$ cat config.mk
export PLATFORM = sky130hd
export DESIGN_NAME = bccf_top
export DESIGN_NICKNAME = d
export VERILOG_FILES = /design/src/verilog/bccf_sync.v /design/src/verilog/bccf_pwm_guard.v /design/src/verilog/bccf_top.v
export VERILOG_INCLUDE_DIRS = /design/src /design/src/verilog
export SDC_FILE = /design/constraint.sdc
export NUM_CORES = 1
export LEC_CHECK = 0
export ABC_CLOCK_PERIOD_IN_PS = 4700
export BUFFER_PORTS_ARGS = -buffer_cell sky130_fd_sc_hd__buf_2
export CAP_MARGIN = 15
export CELL_PAD_IN_SITES_DETAIL_PLACEMENT = 1
export CELL_PAD_IN_SITES_GLOBAL_PLACEMENT = 2
export CORE_UTILIZATION = 38
export DETAILED_ROUTE_END_ITERATION = 12
export GPL_ROUTABILITY_DRIVEN = 0
export PLACE_DENSITY_LB_ADDON = 0.1
export SLEW_MARGIN = 10
export SYNTH_ARGS = -nofsm -noshare
export SYNTH_HDL_FRONTEND = slang
export SYNTH_SLANG_ARGS = --single-unit
$ cat constraint.sdc
create_clock -name ref_clk_i -period 4.7 [get_ports ref_clk_i]
set_clock_uncertainty 0.15 [all_clocks]
set_input_delay 0.47 -clock ref_clk_i [delete_from_list [all_inputs] [get_ports ref_clk_i]]
set_output_delay 0.47 -clock ref_clk_i [all_outputs]
set_load 0.05 [all_outputs]
$ cat src/verilog/bccf_defines.vh
// Constants shared by the charge control design: offsets, fields, states and timing counts.
`ifndef BCCF_DEFINES_VH
`define BCCF_DEFINES_VH
// Clock and switching periods.
`define BCCF_CLK_PERIOD_NS      40
`define BCCF_SW_FAST_PERIOD_NS  667
`define BCCF_SW_SLOW_PERIOD_NS  1333
`define BCCF_SW_FAST_CYC        (`BCCF_SW_FAST_PERIOD_NS / `BCCF_CLK_PERIOD_NS)
`define BCCF_SW_SLOW_CYC        (`BCCF_SW_SLOW_PERIOD_NS / `BCCF_CLK_PERIOD_NS)
// Regulator counts: dropout and refresh in switching cycles, refresh pulse in reference clock cycles.
`define BCCF_DROPOUT_CYC        8
`define BCCF_REFRESH_CYC        32
`define BCCF_REFRESH_PULSE_CYC  2
// Long timers, prescaled to a one millisecond tick; filter times in reference clock cycles.
`define BCCF_MS_TICK_US         1000
`define BCCF_MS_TICK_CYC        ((`BCCF_MS_TICK_US * 1000) / `BCCF_CLK_PERIOD_NS)
`define BCCF_SAFETY_MIN         120
`define BCCF_SAFETY_MS          (`BCCF_SAFETY_MIN * 60000)
`define BCCF_BADBAT_MIN         30
`define BCCF_BADBAT_MS          (`BCCF_BADBAT_MIN * 60000)
`define BCCF_RECHARGE_THRESHOLD_FILT_US      500
`define BCCF_RECHARGE_THRESHOLD_FILT_CYC     ((`BCCF_RECHARGE_THRESHOLD_FILT_US * 1000 + `BCCF_CLK_PERIOD_NS - 1) / `BCCF_CLK_PERIOD_NS)
`define BCCF_C10_FILT_US        350
`define BCCF_C10_FILT_CYC       ((`BCCF_C10_FILT_US * 1000) / `BCCF_CLK_PERIOD_NS + 1)
// Register byte offsets.
`define BCCF_OFS_CTRL           8'h00
`define BCCF_OFS_STATUS         8'h04
`define BCCF_OFS_EVENT          8'h08
`define BCCF_OFS_SAFETY         8'h0c
`define BCCF_OFS_BADBAT         8'h10
// Control fields and reset value.
`define BCCF_CTRL_ENABLE        0
`define BCCF_CTRL_RESTART       1
`define BCCF_CTRL_NTC_IGNORE    2
`define BCCF_CTRL_RESET         3'h1
// Event fields.
`define BCCF_EV_TERM            0
`define BCCF_EV_BADBAT          1
`define BCCF_EV_RECHARGE_THRESHOLD           2
`define BCCF_EV_PAUSE           3
// Charger states.
`define BCCF_ST_DISABLED        3'h0
`define BCCF_ST_SHUTDOWN        3'h1
`define BCCF_ST_PRECOND         3'h2
`define BCCF_ST_TRICKLE         3'h3
`define BCCF_ST_CHARGE          3'h4
`define BCCF_ST_SLEEP           3'h5
`define BCCF_ST_BADBAT          3'h6
`define BCCF_ST_PAUSE           3'h7
`endif

$ cat src/verilog/bccf_sync.v
// Two-stage synchroniser for a vector of comparator decisions.
`timescale 1ns/10ps
module bccf_sync #(
   parameter WIDTH = 1
) (
   // Clock, reset and enable.
   input  wire             ref_clk_i,
   input  wire             srst_i,
   input  wire             ce_i,
   // Data.
   input  wire [WIDTH-1:0] async_i,
   output wire [WIDTH-1:0] sync_o
);
   genvar g;
   // Each bit gets its own pair of flops; only the second stage is visible.
   generate
      for (g = 0; g < WIDTH; g = g + 1) begin : g_bit
         reg meta_q;
         reg sync_q;
         always @(posedge ref_clk_i) begin
            if (srst_i) begin
               meta_q <= 1'b0;
               sync_q <= 1'b0;
            end else if (ce_i) begin
               meta_q <= async_i[g];
               sync_q <= meta_q;
            end
         end
         assign sync_o[g] = sync_q;
      end
   endgenerate
endmodule // bccf_sync

$ cat src/verilog/bccf_pwm_guard.v
// Switch drive with dropout limit and flying-capacitor refresh.
`timescale 1ns/10ps
`include "bccf_defines.vh"
module bccf_pwm_guard #(
   parameter DROPOUT_CYC = `BCCF_DROPOUT_CYC,
   parameter REFRESH_CYC = `BCCF_REFRESH_CYC,
   parameter PULSE_CYC   = `BCCF_REFRESH_PULSE_CYC
) (
   // Clock, reset and enable.
   input  wire ref_clk_i,
   input  wire srst_i,
   input  wire ce_i,
   // Control from the charger.
   input  wire sw_tick_i,
   input  wire en_i,
   input  wire top_req_i,
   input  wire izero_i,
   // Switch drive.
   output reg  hs_on_o,
   output reg  ls_on_o
);
   reg  [3:0] on_cnt_q;
   reg  [5:0] ref_cnt_q;
   reg  [1:0] pulse_q;
   reg        drop_q;
   wire       force_ls = drop_q | (pulse_q != 2'h0);
   wire       hs_d     = en_i & top_req_i & ~force_ls;
   wire       ls_d     = en_i & (force_ls | (~top_req_i & ~izero_i));

   // Cycle counters and forced low-side windows.
   always @(posedge ref_clk_i) begin
      if (srst_i) begin
         on_cnt_q  <= 4'h0;
         ref_cnt_q <= 6'h0;
         pulse_q   <= 2'h0;
         drop_q    <= 1'b0;
         hs_on_o   <= 1'b0;
         ls_on_o   <= 1'b0;
      end else if (ce_i) begin
         hs_on_o <= hs_d;
         ls_on_o <= ls_d;
         if (sw_tick_i) begin
            if (hs_on_o && !force_ls)
               on_cnt_q <= (on_cnt_q == DROPOUT_CYC[3:0]) ? on_cnt_q : on_cnt_q + 4'h1;
            else
               on_cnt_q <= 4'h0;
         end
         // Forcing the bottom switch stops audible noise and keeps the boost capacitor charged.
         if (sw_tick_i && hs_on_o && on_cnt_q == DROPOUT_CYC[3:0] - 4'h1) begin
            drop_q   <= 1'b1;
            on_cnt_q <= 4'h0;
         end else if (sw_tick_i || izero_i) begin
            drop_q <= 1'b0;
         end
         // Any low-side turn-on recharges the flying capacitor.
         if (ls_d && !ls_on_o) begin
            ref_cnt_q <= 6'h0;
         end else if (sw_tick_i && ref_cnt_q != REFRESH_CYC[5:0]) begin
            ref_cnt_q <= ref_cnt_q + 6'h1;
         end
         if (sw_tick_i && ref_cnt_q == REFRESH_CYC[5:0] && en_i)
            pulse_q <= PULSE_CYC[1:0];
         else if (pulse_q != 2'h0)
            pulse_q <= pulse_q - 2'h1;
      end
   end
endmodule // bccf_pwm_guard

$ cat src/verilog/bccf_top.v
// Battery charge control sequencer with APB registers and status pins.
//
// Local design decisions: the APB register port and the register offsets.
`timescale 1ns/10ps
`include "bccf_defines.vh"
module bccf_top #(
   parameter        MS_TICK_CYC    = `BCCF_MS_TICK_CYC,
   parameter [23:0] SAFETY_MS      = `BCCF_SAFETY_MS,
   parameter [23:0] BADBAT_MS      = `BCCF_BADBAT_MS,
   parameter [15:0] RECHARGE_THRESHOLD_FILT_CYC = `BCCF_RECHARGE_THRESHOLD_FILT_CYC,
   parameter [15:0] C10_FILT_CYC   = `BCCF_C10_FILT_CYC
) (
   // Clock, reset and enable.
   input  wire        ref_clk_i,
   input  wire        srst_i,
   input  wire        ce_i,
   // APB slave.
   input  wire        psel_i,
   input  wire        penable_i,
   input  wire        pwrite_i,
   input  wire [7:0]  paddr_i,
   input  wire [31:0] pwdata_i,
   output reg  [31:0] prdata_o,
   output wire        pready_o,
   output wire        pslverr_o,
   // Comparator decisions.
   input  wire        run_en_i,
   input  wire        run_above_sd_i,
   input  wire        duvlo_ok_i,
   input  wire        above_lowbat_i,
   input  wire        above_trickle_i,
   input  wire        at_float_i,
   input  wire        below_recharge_i,
   input  wire        cc_mode_i,
   input  wire        current_monitor_low_i,
   input  wire        therm_hot_i,
   input  wire        therm_cold_i,
   input  wire        therm_disable_i,
   input  wire        batt_present_i,
   input  wire        frequency_select_i,
   input  wire        below_80ma_i,
   input  wire        above_150ma_i,
   input  wire        izero_i,
   input  wire        top_req_i,
   // Open-drain status and ground return pins.
   input  wire        charge_status_n_i,
   output wire        charge_status_n_o,
   output reg         charge_status_oe_n_o,
   input  wire        fault_n_i,
   output wire        fault_n_o,
   output reg         fault_oe_n_o,
   output wire        feedback_ground_return_o,
   output reg         feedback_ground_return_oe_n_o,
   // Power stage controls.
   output reg         precondition_current_en_o,
   output reg         regulator_en_o,
   output reg         trickle_level_o,
   output reg         full_scale_o,
   output reg         burst_standby_o,
   output reg         shutdown_o,
   output wire        hs_on_o,
   output wire        ls_on_o
);
   // Synchronised comparator bits.
   wire [19:0] s;
   bccf_sync #(.WIDTH(20)) u_sync (
      .ref_clk_i (ref_clk_i),
      .srst_i    (srst_i),
      .ce_i      (ce_i),
      .async_i   ({fault_n_i, charge_status_n_i, top_req_i, izero_i, above_150ma_i, below_80ma_i,
                   frequency_select_i, batt_present_i, therm_disable_i, therm_cold_i, therm_hot_i,
                   current_monitor_low_i, cc_mode_i, below_recharge_i, at_float_i, above_trickle_i,
                   above_lowbat_i, duvlo_ok_i, run_above_sd_i, run_en_i}),
      .sync_o    (s)
   );
   wire s_run = s[0];
   wire s_sd_ok = s[1];
   wire s_duvlo = s[2];
   wire s_lowbat = s[3];
   wire s_trkl = s[4];
   wire s_float = s[5];
   wire s_rchg = s[6];
   wire s_cc = s[7];
   wire s_current_monitor = s[8];
   wire s_hot = s[9];
   wire s_cold = s[10];
   wire s_ndis = s[11];
   wire s_batt = s[12];
   wire s_frequency_select = s[13];
   wire s_lo80 = s[14];
   wire s_hi150 = s[15];
   wire s_izero = s[16];
   wire s_top = s[17];
   wire s_charge_status_n_pin = s[18];
   wire s_fault_pin = s[19];

   reg  [2:0]  state_q;
   reg  [2:0]  state_d;
   reg  [2:0]  resume_q;
   reg  [2:0]  ctrl_q;
   reg  [3:0]  ev_q;
   reg  [15:0] ms_cnt_q;
   reg  [5:0]  sw_cnt_q;
   reg  [23:0] safety_q;
   reg  [23:0] badbat_q;
   reg  [15:0] rf_cnt_q;
   reg  [15:0] c10_cnt_q;
   reg         c10_q;
   reg         float_q;
   reg         rchg_prev_q;
   reg         cc_seen_q;
   reg         batt_gone_q;

   // Prescaled tick and switching tick.
   wire ms_tick = (ms_cnt_q == MS_TICK_CYC[15:0] - 16'h1);
   // Periods are whole reference cycles, so the switching rate runs slightly fast of nominal.
   localparam [31:0] SW_FAST_CYC = `BCCF_SW_FAST_CYC;
   localparam [31:0] SW_SLOW_CYC = `BCCF_SW_SLOW_CYC;
   wire [5:0] sw_div = s_frequency_select ? SW_FAST_CYC[5:0] : SW_SLOW_CYC[5:0];
   wire sw_tick = (sw_cnt_q == sw_div - 6'h1);

   // Decoded conditions.
   wire therm_fault = (s_hot | s_cold) & ~s_ndis & ~ctrl_q[`BCCF_CTRL_NTC_IGNORE];
   wire charging = (state_q == `BCCF_ST_PRECOND) | (state_q == `BCCF_ST_TRICKLE) |
                   (state_q == `BCCF_ST_CHARGE);
   wire safety_done = float_q & ms_tick & ~s_cc & (safety_q == SAFETY_MS - 24'h1);
   wire badbat_done = ms_tick & (badbat_q == BADBAT_MS - 24'h1);
   wire rchg_cross = s_rchg ^ rchg_prev_q;
   wire rchg_start = (state_q == `BCCF_ST_SLEEP) & (rf_cnt_q == RECHARGE_THRESHOLD_FILT_CYC - 16'h1);
   wire reinsert = (state_q == `BCCF_ST_BADBAT) & batt_gone_q & s_batt;
   wire wr_en = psel_i & penable_i & pwrite_i & ce_i;
   wire restart = wr_en & (paddr_i == `BCCF_OFS_CTRL) & pwdata_i[`BCCF_CTRL_RESTART];
   wire enabled = s_run & ctrl_q[`BCCF_CTRL_ENABLE];
   wire start_cyc = (state_d == `BCCF_ST_PRECOND) & ~charging & (state_q != `BCCF_ST_PAUSE);

   // Next-state logic; lockout and run have priority over every charge state.
   always @* begin
      state_d = state_q;
      if (!s_duvlo || !s_sd_ok) begin
         state_d = `BCCF_ST_SHUTDOWN;
      end else if (!enabled) begin
         state_d = `BCCF_ST_DISABLED;
      end else if (restart) begin
         state_d = `BCCF_ST_PRECOND;
      end else begin
         case (state_q)
            `BCCF_ST_DISABLED,
            `BCCF_ST_SHUTDOWN: begin
               state_d = `BCCF_ST_PRECOND;
            end
            `BCCF_ST_PRECOND: begin
               if (therm_fault)
                  state_d = `BCCF_ST_PAUSE;
               else if (badbat_done)
                  state_d = `BCCF_ST_BADBAT;
               else if (s_lowbat)
                  state_d = `BCCF_ST_TRICKLE;
            end
            `BCCF_ST_TRICKLE: begin
               if (therm_fault)
                  state_d = `BCCF_ST_PAUSE;
               else if (badbat_done)
                  state_d = `BCCF_ST_BADBAT;
               else if (s_trkl)
                  state_d = `BCCF_ST_CHARGE;
               else if (!s_lowbat)
                  state_d = `BCCF_ST_PRECOND;
            end
            `BCCF_ST_CHARGE: begin
               if (therm_fault)
                  state_d = `BCCF_ST_PAUSE;
               else if (safety_done)
                  state_d = `BCCF_ST_SLEEP;
            end
            `BCCF_ST_PAUSE: begin
               if (!therm_fault)
                  state_d = resume_q;
            end
            `BCCF_ST_SLEEP: begin
               if (rchg_start)
                  state_d = `BCCF_ST_PRECOND;
            end
            `BCCF_ST_BADBAT: begin
               if (reinsert)
                  state_d = `BCCF_ST_PRECOND;
            end
            default: begin
               state_d = `BCCF_ST_DISABLED;
            end
         endcase
      end
   end

   // Sequencer state, timers and filters; everything freezes while ce_i is low.
   always @(posedge ref_clk_i) begin
      if (srst_i) begin
         state_q     <= `BCCF_ST_DISABLED;
         resume_q    <= `BCCF_ST_PRECOND;
         ms_cnt_q    <= 16'h0;
         sw_cnt_q    <= 6'h0;
         safety_q    <= 24'h0;
         badbat_q    <= 24'h0;
         rf_cnt_q    <= 16'h0;
         c10_cnt_q   <= 16'h0;
         c10_q       <= 1'b0;
         float_q     <= 1'b0;
         rchg_prev_q <= 1'b0;
         cc_seen_q   <= 1'b0;
         batt_gone_q <= 1'b0;
      end else if (ce_i) begin
         state_q     <= state_d;
         rchg_prev_q <= s_rchg;
         ms_cnt_q    <= ms_tick ? 16'h0 : ms_cnt_q + 16'h1;
         sw_cnt_q    <= sw_tick ? 6'h0 : sw_cnt_q + 6'h1;
         if (charging)
            resume_q <= state_q;
         // Safety timer.
         if (start_cyc || rchg_cross) begin
            safety_q <= 24'h0;
            float_q  <= 1'b0;
         end else if (state_q == `BCCF_ST_CHARGE) begin
            if (s_float)
               float_q <= 1'b1;
            if (float_q && ms_tick && !s_cc)
               safety_q <= safety_done ? 24'h0 : safety_q + 24'h1;
         end
         // Bad-battery timer runs only while below the trickle threshold.
         if (start_cyc)
            badbat_q <= 24'h0;
         else if ((state_q == `BCCF_ST_PRECOND || state_q == `BCCF_ST_TRICKLE) && ms_tick)
            badbat_q <= badbat_q + 24'h1;
         // Recharge filter rejects short load transients.
         if (state_q == `BCCF_ST_SLEEP && s_rchg && !rchg_start)
            rf_cnt_q <= rf_cnt_q + 16'h1;
         else
            rf_cnt_q <= 16'h0;
         // C/10 filter; once passed it stays latched so burst gaps cannot flicker the pin.
         if (start_cyc) begin
            c10_q     <= 1'b0;
            c10_cnt_q <= 16'h0;
         end else if (state_q == `BCCF_ST_CHARGE && s_current_monitor) begin
            if (c10_cnt_q == C10_FILT_CYC - 16'h1)
               c10_q <= 1'b1;
            else
               c10_cnt_q <= c10_cnt_q + 16'h1;
         end else begin
            c10_cnt_q <= 16'h0;
         end
         // Constant-current history for burst entry.
         if (state_q != `BCCF_ST_CHARGE)
            cc_seen_q <= 1'b0;
         else if (s_cc)
            cc_seen_q <= 1'b1;
         // Battery removal tracking.
         if (state_q != `BCCF_ST_BADBAT)
            batt_gone_q <= 1'b0;
         else if (!s_batt)
            batt_gone_q <= 1'b1;
      end
   end

   // Pin and power-stage outputs, registered from the current state.
   always @(posedge ref_clk_i) begin
      if (srst_i) begin
         charge_status_oe_n_o          <= 1'b1;
         fault_oe_n_o                  <= 1'b1;
         feedback_ground_return_oe_n_o <= 1'b1;
         precondition_current_en_o     <= 1'b0;
         regulator_en_o                <= 1'b0;
         trickle_level_o               <= 1'b0;
         full_scale_o                  <= 1'b0;
         burst_standby_o               <= 1'b0;
         shutdown_o                    <= 1'b1;
      end else if (ce_i) begin
         charge_status_oe_n_o <= ~(((state_q == `BCCF_ST_PRECOND) | (state_q == `BCCF_ST_TRICKLE) |
                                    ((state_q == `BCCF_ST_CHARGE) & ~c10_q)) |
                                   (state_q == `BCCF_ST_PAUSE));
         fault_oe_n_o <= ~((state_q == `BCCF_ST_BADBAT) | (state_q == `BCCF_ST_PAUSE));
         feedback_ground_return_oe_n_o <= (state_q == `BCCF_ST_DISABLED) |
                                          (state_q == `BCCF_ST_SHUTDOWN);
         precondition_current_en_o <= (state_q == `BCCF_ST_PRECOND) |
                                      (state_q == `BCCF_ST_TRICKLE);
         regulator_en_o  <= (state_q == `BCCF_ST_TRICKLE) | (state_q == `BCCF_ST_CHARGE);
         trickle_level_o <= (state_q == `BCCF_ST_TRICKLE);
         full_scale_o    <= (state_q == `BCCF_ST_CHARGE);
         if (state_q != `BCCF_ST_CHARGE || s_hi150)
            burst_standby_o <= 1'b0;
         else if (cc_seen_q && !s_cc && s_lo80)
            burst_standby_o <= 1'b1;
         shutdown_o <= (state_q == `BCCF_ST_SHUTDOWN);
      end
   end
   assign charge_status_n_o        = 1'b0;
   assign fault_n_o                = 1'b0;
   assign feedback_ground_return_o = 1'b0;

   // Switch drive; in standby the top request is suppressed between bursts.
   bccf_pwm_guard u_pwm (
      .ref_clk_i (ref_clk_i),
      .srst_i    (srst_i),
      .ce_i      (ce_i),
      .sw_tick_i (sw_tick),
      .en_i      (regulator_en_o),
      .top_req_i (s_top & ~(burst_standby_o & s_izero)),
      .izero_i   (s_izero),
      .hs_on_o   (hs_on_o),
      .ls_on_o   (ls_on_o)
   );

   // Control and event registers; a hardware event wins over a clear in the same cycle.
   wire [3:0] ev_set = {(state_q != `BCCF_ST_PAUSE) & (state_d == `BCCF_ST_PAUSE),
                        rchg_start, (state_q != `BCCF_ST_BADBAT) & (state_d == `BCCF_ST_BADBAT),
                        safety_done & (state_q == `BCCF_ST_CHARGE)};
   wire [3:0] ev_clr = (wr_en && paddr_i == `BCCF_OFS_EVENT) ? pwdata_i[3:0] : 4'h0;
   always @(posedge ref_clk_i) begin
      if (srst_i) begin
         ctrl_q <= `BCCF_CTRL_RESET;
         ev_q   <= 4'h0;
      end else if (ce_i) begin
         if (wr_en && paddr_i == `BCCF_OFS_CTRL)
            ctrl_q <= {pwdata_i[`BCCF_CTRL_NTC_IGNORE], 1'b0, pwdata_i[`BCCF_CTRL_ENABLE]};
         ev_q <= (ev_q & ~ev_clr) | ev_set;
      end
   end

   // Read data is captured in the setup cycle and stands through the access phase.
   always @(posedge ref_clk_i) begin
      if (srst_i) begin
         prdata_o <= 32'h0;
      end else if (ce_i && psel_i && !penable_i) begin
         case (paddr_i)
            `BCCF_OFS_CTRL:   prdata_o <= {29'h0, ctrl_q};
            `BCCF_OFS_STATUS: prdata_o <= {22'h0, s_cc, s_fault_pin, s_charge_status_n_pin, therm_fault,
                                           burst_standby_o, c10_q, float_q, state_q};
            `BCCF_OFS_EVENT:  prdata_o <= {28'h0, ev_q};
            `BCCF_OFS_SAFETY: prdata_o <= {8'h0, safety_q};
            `BCCF_OFS_BADBAT: prdata_o <= {8'h0, badbat_q};
            default:          prdata_o <= 32'h0;
         endcase
      end
   end
   assign pready_o  = ce_i;
   assign pslverr_o = psel_i & penable_i & (paddr_i != `BCCF_OFS_CTRL) & (paddr_i != `BCCF_OFS_STATUS) &
                      (paddr_i != `BCCF_OFS_EVENT) & (paddr_i != `BCCF_OFS_SAFETY) &
                      (paddr_i != `BCCF_OFS_BADBAT);
endmodule // bccf_top

==> flow_summary.toml, run 1 <==
[outcome]
status = "finished, violations left"
violations = "DRC"

[logic_synthesis]
syn_avg_cell_area_um2 = 8.510
synth.most_common_cell = "dfxtp_1"
netlist.area_leader.share_pct = 40.38
synth_warnings = 0
ys_types = 77
synth.area.top_cells = "dfxtp_1 40%, nor2_1 7.1%, mux2i_1 6.7%"
synth_edf_count = 0
async_flop_share_pct = 0
synthCells = 1206
ys_ff_latch = 207
synth_common_cells = "207 x dfxtp_1, 195 x nor2_1, 90 x a21oi_1"
ys.flop_type = "dfxtp_1"
netlist_area_um2 = 10260
synth-seq-area-share_pct = 40.38
synth_largest_area_cell = "dfxtp_1"

[sta]
fmax_mhz = 297.5
worst_pin_slew_ns = 0.9014
setup_ws_ns = 1.339
rsz0062_at_grt = "false"
slew_headroom_pct = 39.91
period_minus_slack_ns = 3.361
hold_violations = 0
final.setup.tns_ns = 0
setup_viol = 0
drv_slew = 0
fin_crit_sh_pct = 71.51

[layout]
fin_util_pct = 44.63
fin_nets = 1331
diodes = 0
nFillCells = 3158
stdcell_count = 1605
syn_to_final_growth_pct = 14.27
drive_gt1_share_pct = 13.62

[hold_path]
hold_path.class = "primary input to flip-flop"
hp-start = "cc_mode_i"

[critical_path]
startpoint_type = "flip-flop"
criticalPathCategory = "flip-flop to flip-flop"
required_ns = 5.01
crit_fanout = 63
cp-end-kind = "flip-flop"
reg2reg_from = "ms_cnt_q[0]"
timing.critical_path.from = "ms_cnt_q[0]"
critPathArrivalTime_ns = 3.67

[die]
io_pins = 114
fp-row-count = 59
dieArea_um2 = 27670
initial_utilization_pct = 39.05
die_w_um = 166.3
coreArea_um2 = 26280
die_h_um = 166.3

[pwr]
cellInternalPower_mw = 3.109
seqPwrFrac_pct = 44.7
p_leak_nw = 4.294
clockPowerShare_pct = 50.2
p_switching_uw = 921.3
worst_ir_drop_vdd_uv = 234.2
comb_power_share_pct = 5.1
p_per_area_nw_per_um2 = 343.6
sw_frac_of_total_pct = 22.86

[clocking]
post_cts_buffers = 0
cts_resized = 0
cts.clk_slew.worst_paths_ns = 0.06
clock_latency_ns = 0.53
cts_htree_levels = 1
cts_buffers = 26
cts_tree = "built"
clockBufferDepth = 3
cts_sinks = 207
clockRootBuffer = "clkbuf_16"
cts_hold_buf = 0

[global_route]
grt_overflow = 0
grtUsageTotal_pct = 20.70
antenna_found_initial = 0
grt_pass1_wl_mm = 47.44
grt_pass1_vias = 8946
grt_max_degree = 77

[place]
dp_slack_ns = 1.384
dp_hpwl_mm = 19.53
placedCellCount = 1560
io_buffers = 74

[drt]
wl_per_cell_um = 17.87
wirelength_mm = 28.67
vias_per_cell = 5.541
via_count = 8894
final_antenna_net_count = 0
drt_iter0_drc = 526
drt_pass1_iterations = 9
drc = 5

[flow_run]
max_cap_viol_count = 0
[layout by cell type, fill, tap and decap left out, types with 10 or more instances in the layout]
master     Yosys  layout
dfxtp_1      207     207
xor2_1        30      30
nand3_1       56      56
nand4_1       33      33
nand2b_1      10      10
inv_1         15      15
nand3b_1      27      27
o21ai_0       33      32
nor3_1        19      19
ha_1          12      12
buf_4         14      20
a311oi_2      20      20
and3_1        29      29
xnor2_1       10      10
clkbuf_16      0      27
mux2i_1       69      69
nand2_1       89      89
nor2_1       195     195
a22oi_1       19      19
conb_1         1      11
a21oi_1       90      90
buf_2          9      72
[worst paths after layout]
kind              depth (start not counted)  slack, ns                endpoint
setup / recovery                          9       1.34             badbat_q[6]
hold / removal                            3       0.03  u_sync.g_bit[7].meta_q
setup reg to reg                          9       1.34             badbat_q[6]
hold reg to reg                           2       0.31             prdata_o[3]
[layer usage]
metal  share of wire, %  global-route usage [%]
met4                2.2                   5.354
met3                2.9                   2.645
met5                  0                       0
met1                 49                   28.06
met2                 46                   34.71
[power by group through the flow]
stage                     logic, mW  registers (mW)  clock network (mW)
after global routing          0.228            1.81                2.15
after CTS                     0.211            1.80                2.09
after global placement        0.206            1.84                   0
after detailed placement      0.210            1.84                   0
after floorplan               0.150            1.84                   0
final                         0.206            1.80                2.02
[metrics by stage]
step	instance area [um^2]	hold WS, ns	power (mW)
3_3_place_gp	10860	0.2935	2.046
6_report	11730	0.02587	4.030
2_1_floorplan	10300	0.2779	1.991
4_1_cts	11730	0.004911	4.103
5_1_grt	11730	0.02594	4.186
3_5_place_dp	10860	0.3003	2.050
[worst max-delay path, stage by stage (launching register included)]
cell and delay (ns):
dfxtp_1 0.42, ha_1 0.37, or3b_1 0.43, nor4_4 0.43, nand4_1 0.18, nor4b_4 0.20
o211ai_4 0.29, buf_12 0.31, or3b_1 0.38, mux2i_1 0.13
[registers in the layout (all words and copies together), names as in the netlist, 16 cells and up]
signal	cells
badbat_q	24
u_sync.g_bit.meta_q	20
u_sync.g_bit.sync_q	20
c10_cnt_q	16
rf_cnt_q	16
ms_cnt_q	16
safety_q	24
prdata_o	24
[area by class of cell]
cell class / count / area (um^2) / area share (%)
Clock buffer: 41 / 798.3 / 6.806
Clock inverter: 4 / 70.07 / 0.5974
Inverter: 16 / 60.06 / 0.5121
Multi-Input combinational cell: 908 / 5687 / 48.49
Sequential cell: 207 / 4144 / 35.33
Tap cell: 335 / 419.2 / 3.574
Timing Repair Buffer: 94 / 550.5 / 4.694
[logic make-up (layout without fill, tap and decap cells)]
kind of cell | count (synthesis) | in the layout | share of synthesized area (%)
and+or+nand+nor | 543 | 543 | 27.04
AOI/OAI and AO/OA | 231 | 231 | 16.12
DFF | 207 | 207 | 40.38
buffers and inverters | 101 | 155 | 4.608
muxes | 71 | 71 | 6.949
xor gates and xnor gates | 40 | 40 | 3.413
adders and majority gates | 12 | 12 | 1.463
other | 1 | 11 | 0.03654
Power figures use the tool's default switching activity.
==> run 2, diff against run 1 <==
ABC_AREA = 1   (was default)
ABC_CLOCK_PERIOD_IN_PS = 2800   (was 4700)
CORE_UTILIZATION = 30   (was 38)
clock period = 2.8 ns   (was 4.7 ns; I/O delays follow)
==> flow_summary.toml, run 2 <==
[critical_path]
slowest_delay_ns = 0.38
required_ns = 3.06
criticalPathCategory = "flip-flop to flip-flop"
critPathArrivalTime_ns = 2.84
crit_fanout = 25
endpoint = "safety_q[11]"
crit_path_top_delay_cell = "dfxtp_1"
crit_family = "simple AND/OR/NAND/NOR gates"
reg2reg_depth = 16
startpoint_type = "flip-flop"
timing.rr.end = "safety_q[11]"
cp-end-kind = "flip-flop"
reg2reg_from = "badbat_q[1]"
path_buf_inv = 0
timing.critical_path.from = "badbat_q[1]"
path_cells = "ha_1, nand2_2, nor2_4, nand2_2, nor2_2, nand3_2, nand2_1, nand2_1, nand2_1, nand2_2, nor2_8, nand2_4, nand2_4, nand2_8, nand3_1, a21oi_1"
reg2reg_slack_ns = 0.22
crit_cells = 16

[logic_synthesis]
synthCells = 1551
ys_types = 53
synth.area.top_cells = "dfxtp_1 39%, nand2_1 8.7%, nor2_1 7.9%"
netlist.area_leader.share_pct = 38.65
async_flop_share_pct = 0
ys.flop_type = "dfxtp_1"
syn_avg_cell_area_um2 = 6.913
synth_warnings = 0
synth.most_common_cell = "nand2_1"
synth-seq-area-share_pct = 38.65
synth_largest_area_cell = "dfxtp_1"
synth_edf_count = 0
netlist_area_um2 = 10720
ys_ff_latch = 207
synth_common_cells = "249 x nand2_1, 227 x nor2_1, 207 x dfxtp_1"

[layout]
diodes = 0
layout_commonest_cell = "nand2_1"
top_regs = "badbat_q (24), prdata_o (24), safety_q (24)"
nFillCells = 4442
syn_to_final_growth_pct = 20.59
drive_gt1_share_pct = 12.80
stdcell_count = 2143
regArea_um2 = 4144
fin_nets = 1746
multi_input_area_um2 = 5587
final_cell_mix = "249 x nand2_1, 225 x nor2_1, 207 x dfxtp_1"
fin_util_pct = 37.06
stdcell_area_um2 = 12930

[sta]
hold_violations = 0
final.setup.tns_ns = 0
slew_headroom_pct = 39.25
setup_viol = 0
drv_slew = 0
period_minus_slack_ns = 2.583
fmax_mhz = 387.2
worst_pin_slew_ns = 0.9113
rsz0062_at_grt = "false"
fin_crit_sh_pct = 92.25

[die]
dieArea_um2 = 36500
initial_utilization_pct = 30.74
coreArea_um2 = 34880
die_h_um = 191.0
fp-row-count = 68
io_pins = 114
die_w_um = 191.0

[pwr]
p_per_area_nw_per_um2 = 549.3
power_mw = 7.102
worst_ir_drop_vdd_uv = 426.6
p_leak_nw = 4.911

[clocking]
cts_sinks = 207
clockRootBuffer = "clkbuf_16"
cts_buffers = 27
cts_tree = "built"
clock_latency_ns = 0.57
clockBufferDepth = 3
cts.clk_slew.worst_paths_ns = 0.06
cts_htree_levels = 1
post_cts_buffers = 0

[drt]
drc = 0
final_antenna_net_count = 0
vias_per_cell = 4.937
drt_pass1_iterations = 4
wirelength_mm = 36.77
via_count = 10580
drt_iter0_drc = 404
wl_per_cell_um = 17.16

[place]
placedCellCount = 2069
io_buffers = 74
dp_hpwl_mm = 26.93
placed_area_um2 = 11760

[global_route]
grt_pass1_vias = 10570
grt_pass1_wl_mm = 58.50
grt_max_degree = 67
grt_overflow = 0
grtUsageTotal_pct = 20.22
antenna_found_initial = 0

[outcome]
status = "completed"

[hold_path]
hold_path.class = "primary input to flip-flop"

[flow_run]
max_cap_viol_count = 0
[run 2: cell count changes after synthesis, moves of 27 or more]
cell / previous run / this run
a21oi_1: 90 / 131
and3_1: 29 / 2
inv_1: 15 / 170
mux2i_1: 69 / 0
nand2_1: 89 / 249
nand3_1: 56 / 95
nor2_1: 195 / 227
nor3_1: 19 / 51
o21ai_0: 33 / 93
[run 2: kinds of logic (layout without fill, tap and decap cells)]
| kind of cell | count (synthesis) | in the layout | share of synthesized area, % |
|---|---|---|---|
| simple gates | 737 | 737 | 31.43 |
| compound gates | 288 | 288 | 14.66 |
| buf+inv | 258 | 385 | 9.908 |
| flops | 207 | 207 | 38.65 |
| xor+xnor | 48 | 48 | 3.921 |
| fa+ha+maj | 12 | 12 | 1.400 |
| other cells | 1 | 11 | 0.03498 |
[run 2: power by group]
group	switching, mW	total (mW)	internal (mW)
Combinational	0.365	0.530	0.165
Clock	1.41	3.49	2.08
Sequential	0.0589	3.08	3.02
[run 2: final cells by class]
type | instances | share of cell area, %
Multi-Input combinational cell | 1096 | 43.21
Clock inverter | 8 | 0.6484
Timing Repair Buffer | 152 | 8.091
Inverter | 184 | 5.342
Tap cell | 455 | 4.403
Clock buffer | 41 | 6.252
Sequential cell | 207 | 32.05
[run 2: worst min-delay path: cells and delay by family]
family	cells	cell delay [ns]
AND/OR/NAND/NOR	1	0.16
buffers and inverters	1	0.20
AO/OA/AOI/OAI	1	0.07
[run 2: repair_timing]
item | 4_1_cts | 5_1_grt
resized for setup | 0 | 4
endpoints found under the hold margin | 47 | 0
endpoints found under the setup margin | 0 | 41
hold buffers | 25 | 0
[run 2: stage by stage]
| stage | hold slack (ns) | worst slack [ns] |
|---|---|---|
| after CTS | 0.04232 | 0.1534 |
| after global placement | 0.2943 | 0.1943 |
| after global routing | 0.06184 | 0.002116 |
| after detailed placement | 0.2993 | 0.1723 |
| after floorplan | 0.2649 | 0.5430 |
| final | 0.05511 | 0.2171 |
[run 2: how the worst min path moves through the flow]
stage | start | end | slack [ns] | cells after the start
floorplan | run_en_i | u_sync.g_bit[0].meta_q | 0.26 | 2
global placement | resume_q[1] | resume_q[1] | 0.29 | 2
detailed placement | u_sync.g_bit[10].sync_q | u_sync.g_bit[10].sync_q | 0.30 | 2
CTS | ce_i | u_sync.g_bit[12].sync_q | 0.04 | 3
global route | ce_i | u_sync.g_bit[12].sync_q | 0.06 | 3
finish | ce_i | ev_q[2] | 0.06 | 3
[run 2: per-layer routing]
layer / global-route usage (%) / part of all wire (%)
met2: 33.97 / 46
met5: 0 / 0
met1: 27.15 / 48
met4: 5.108 / 2.3
met3: 2.534 / 3.5
==> run 3, diff against run 2 <==
REMOVE_ABC_BUFFERS = 1   (was default)
==> flow_summary.toml, run 3 (synthesis gave the netlist of run 2 again) <==
[outcome]
status = "completed"

[layout]
fin_nets = 1745
drive_gt1_share_pct = 12.40
regArea_um2 = 4145
final_cell_mix = "249 x nand2_1, 226 x nor2_1, 206 x dfxtp_1"
nFillCells = 4452
diodes = 0
layout_commonest_cell = "nand2_1"
multi_input_area_um2 = 5588
top_regs = "badbat_q (24), prdata_o (24), safety_q (24)"
syn_to_final_growth_pct = 19.58

[critical_path]
cp-end-kind = "flip-flop"
criticalPathCategory = "flip-flop to flip-flop"
cpMostUsedCell = "nand2_1"
crit_path_top_delay_cell = "dfxtp_1"
crit_family = "simple AND/OR/NAND/NOR gates"
crit_fanout = 7
path_buf_inv = 1
startpoint_type = "flip-flop"
required_ns = 3.12
critPathArrivalTime_ns = 2.88
slowest_delay_ns = 0.38
path_cells = "ha_1, nand2_2, nor2_4, nand2_2, nor2_2, nand3_2, nand2_1, nand2_1, nand3_2, nand2_4, nand3_4, nand2_1, inv_1, o21ai_0, nor2_1"

[sta]
period_minus_slack_ns = 2.565
fin_crit_sh_pct = 91.62
worst_pin_slew_ns = 0.6941
rsz0062_at_grt = "false"
final.setup.tns_ns = 0
hold_violations = 0
fmax_mhz = 389.8
setup_viol = 0
drv_slew = 0
slew_headroom_pct = 53.24

[place]
io_buffers = 74
dp_hpwl_mm = 26.77

[clocking]
cts.clk_slew.worst_paths_ns = 0.05
cts_htree_levels = 1
cts_tree = "built"
cts_sinks = 207
clockBufferDepth = 3
cts_buffers = 27
clock_latency_ns = 0.53
post_cts_buffers = 0
clockRootBuffer = "clkbuf_16"

[die]
fp-row-count = 68
io_pins = 114
dieArea_um2 = 36500
initial_utilization_pct = 30.74
die_w_um = 191.0
coreArea_um2 = 34880
die_h_um = 191.0

[pwr]
sw_frac_of_total_pct = 25.67
seqPwrFrac_pct = 45.0
worst_ir_drop_vdd_uv = 405.5
comb_power_share_pct = 7.8
p_per_area_nw_per_um2 = 534.5
power_mw = 6.853
cellInternalPower_mw = 5.094
p_switching_mw = 1.759
clockPowerShare_pct = 47.3
p_leak_nw = 4.853

[drt]
final_antenna_net_count = 0
wirelength_mm = 36.54
drt_pass1_iterations = 5
vias_per_cell = 4.951
drc = 0
via_count = 10600
drt_iter0_drc = 386
wl_per_cell_um = 17.07

[hold_path]
hold_path.class = "primary input to flip-flop"

[global_route]
grt_pass1_vias = 10660
grtUsageTotal_pct = 20.12
grt_overflow = 0
antenna_found_initial = 0
grt_pass1_wl_mm = 58.26
grt_max_degree = 46

[flow_run]
max_cap_viol_count = 0
-- run 3: timing repair --
action,4_1_cts,5_1_grt
gates resized for setup,0,6
hold buffers,24,0
hold endpoints to repair,26,0
endpoints found under the setup margin,0,45
-- run 3: worst paths after layout --
check | from | endpoint | slack (ns) | cells past startpoint
min | ce_i | u_sync.g_bit[19].sync_q | 0.12 | 3
max | badbat_q[1] | badbat_q[2] | 0.23 | 15
min reg2reg | u_sync.g_bit[9].sync_q | u_sync.g_bit[9].sync_q | 0.30 | 2
max reg2reg | badbat_q[1] | badbat_q[2] | 0.23 | 15
-- run 3: worst register-to-register path, stage by stage (launching register included) --
cell and delay [ns]:
dfxtp_1 0.38, ha_1 0.28, nand2_2 0.11, nor2_4 0.10, nand2_2 0.06, nor2_2 0.17, nand3_2 0.12, nand2_1 0.09
nand2_1 0.06, nand3_2 0.09, nand2_4 0.09, nand3_4 0.16, nand2_1 0.09, inv_1 0.29, o21ai_0 0.15, nor2_1 0.12
-- run 3: metal layers --
metal  up-vias  GRT usage [%]  wire length, um
li1       5348              -                -
met1      5070          27.11            18000
met2       147          34.43            16920
met3        36          2.019              945
met4         0          4.338              673
met5         -              0                0
-- run 3: power by group through the flow --
stage / Combinational (mW) / Clock [mW] / Sequential (mW)
after floorplan: 0.270 / 0 / 3.16
after global placement: 0.502 / 0 / 3.14
after detailed placement: 0.510 / 0 / 3.14
after CTS: 0.538 / 3.35 / 3.08
after global routing: 0.597 / 3.45 / 3.09
final: 0.533 / 3.24 / 3.08
-- run 3: through the flow --
step / cells / hold slack (ns) / util [%] / worst slack [ns] / cell area (um^2)
floorplan: 1487 / 0.1991 / - / 0.3720 / 10390
global placement: 2069 / 0.2933 / 33.63 / 0.2101 / 11730
detailed placement: 2069 / 0.2998 / 33.63 / 0.1529 / 11730
CTS: 2141 / 0.08624 / 36.66 / 0.1403 / 12790
global route: 2141 / 0.1356 / 36.75 / 0.0001334 / 12820
finish: 2141 / 0.1241 / 36.75 / 0.2348 / 12820
-- run 3: cell type report --
cell class / instances / share of cell area (%)
multi-input cells: 1096 / 43.58
well taps: 455 / 4.440
repair buffers: 151 / 7.885
clock inverters: 5 / 0.2440
inverters: 184 / 5.387
clock buffers: 43 / 6.129
flip-flops and latches: 207 / 32.33
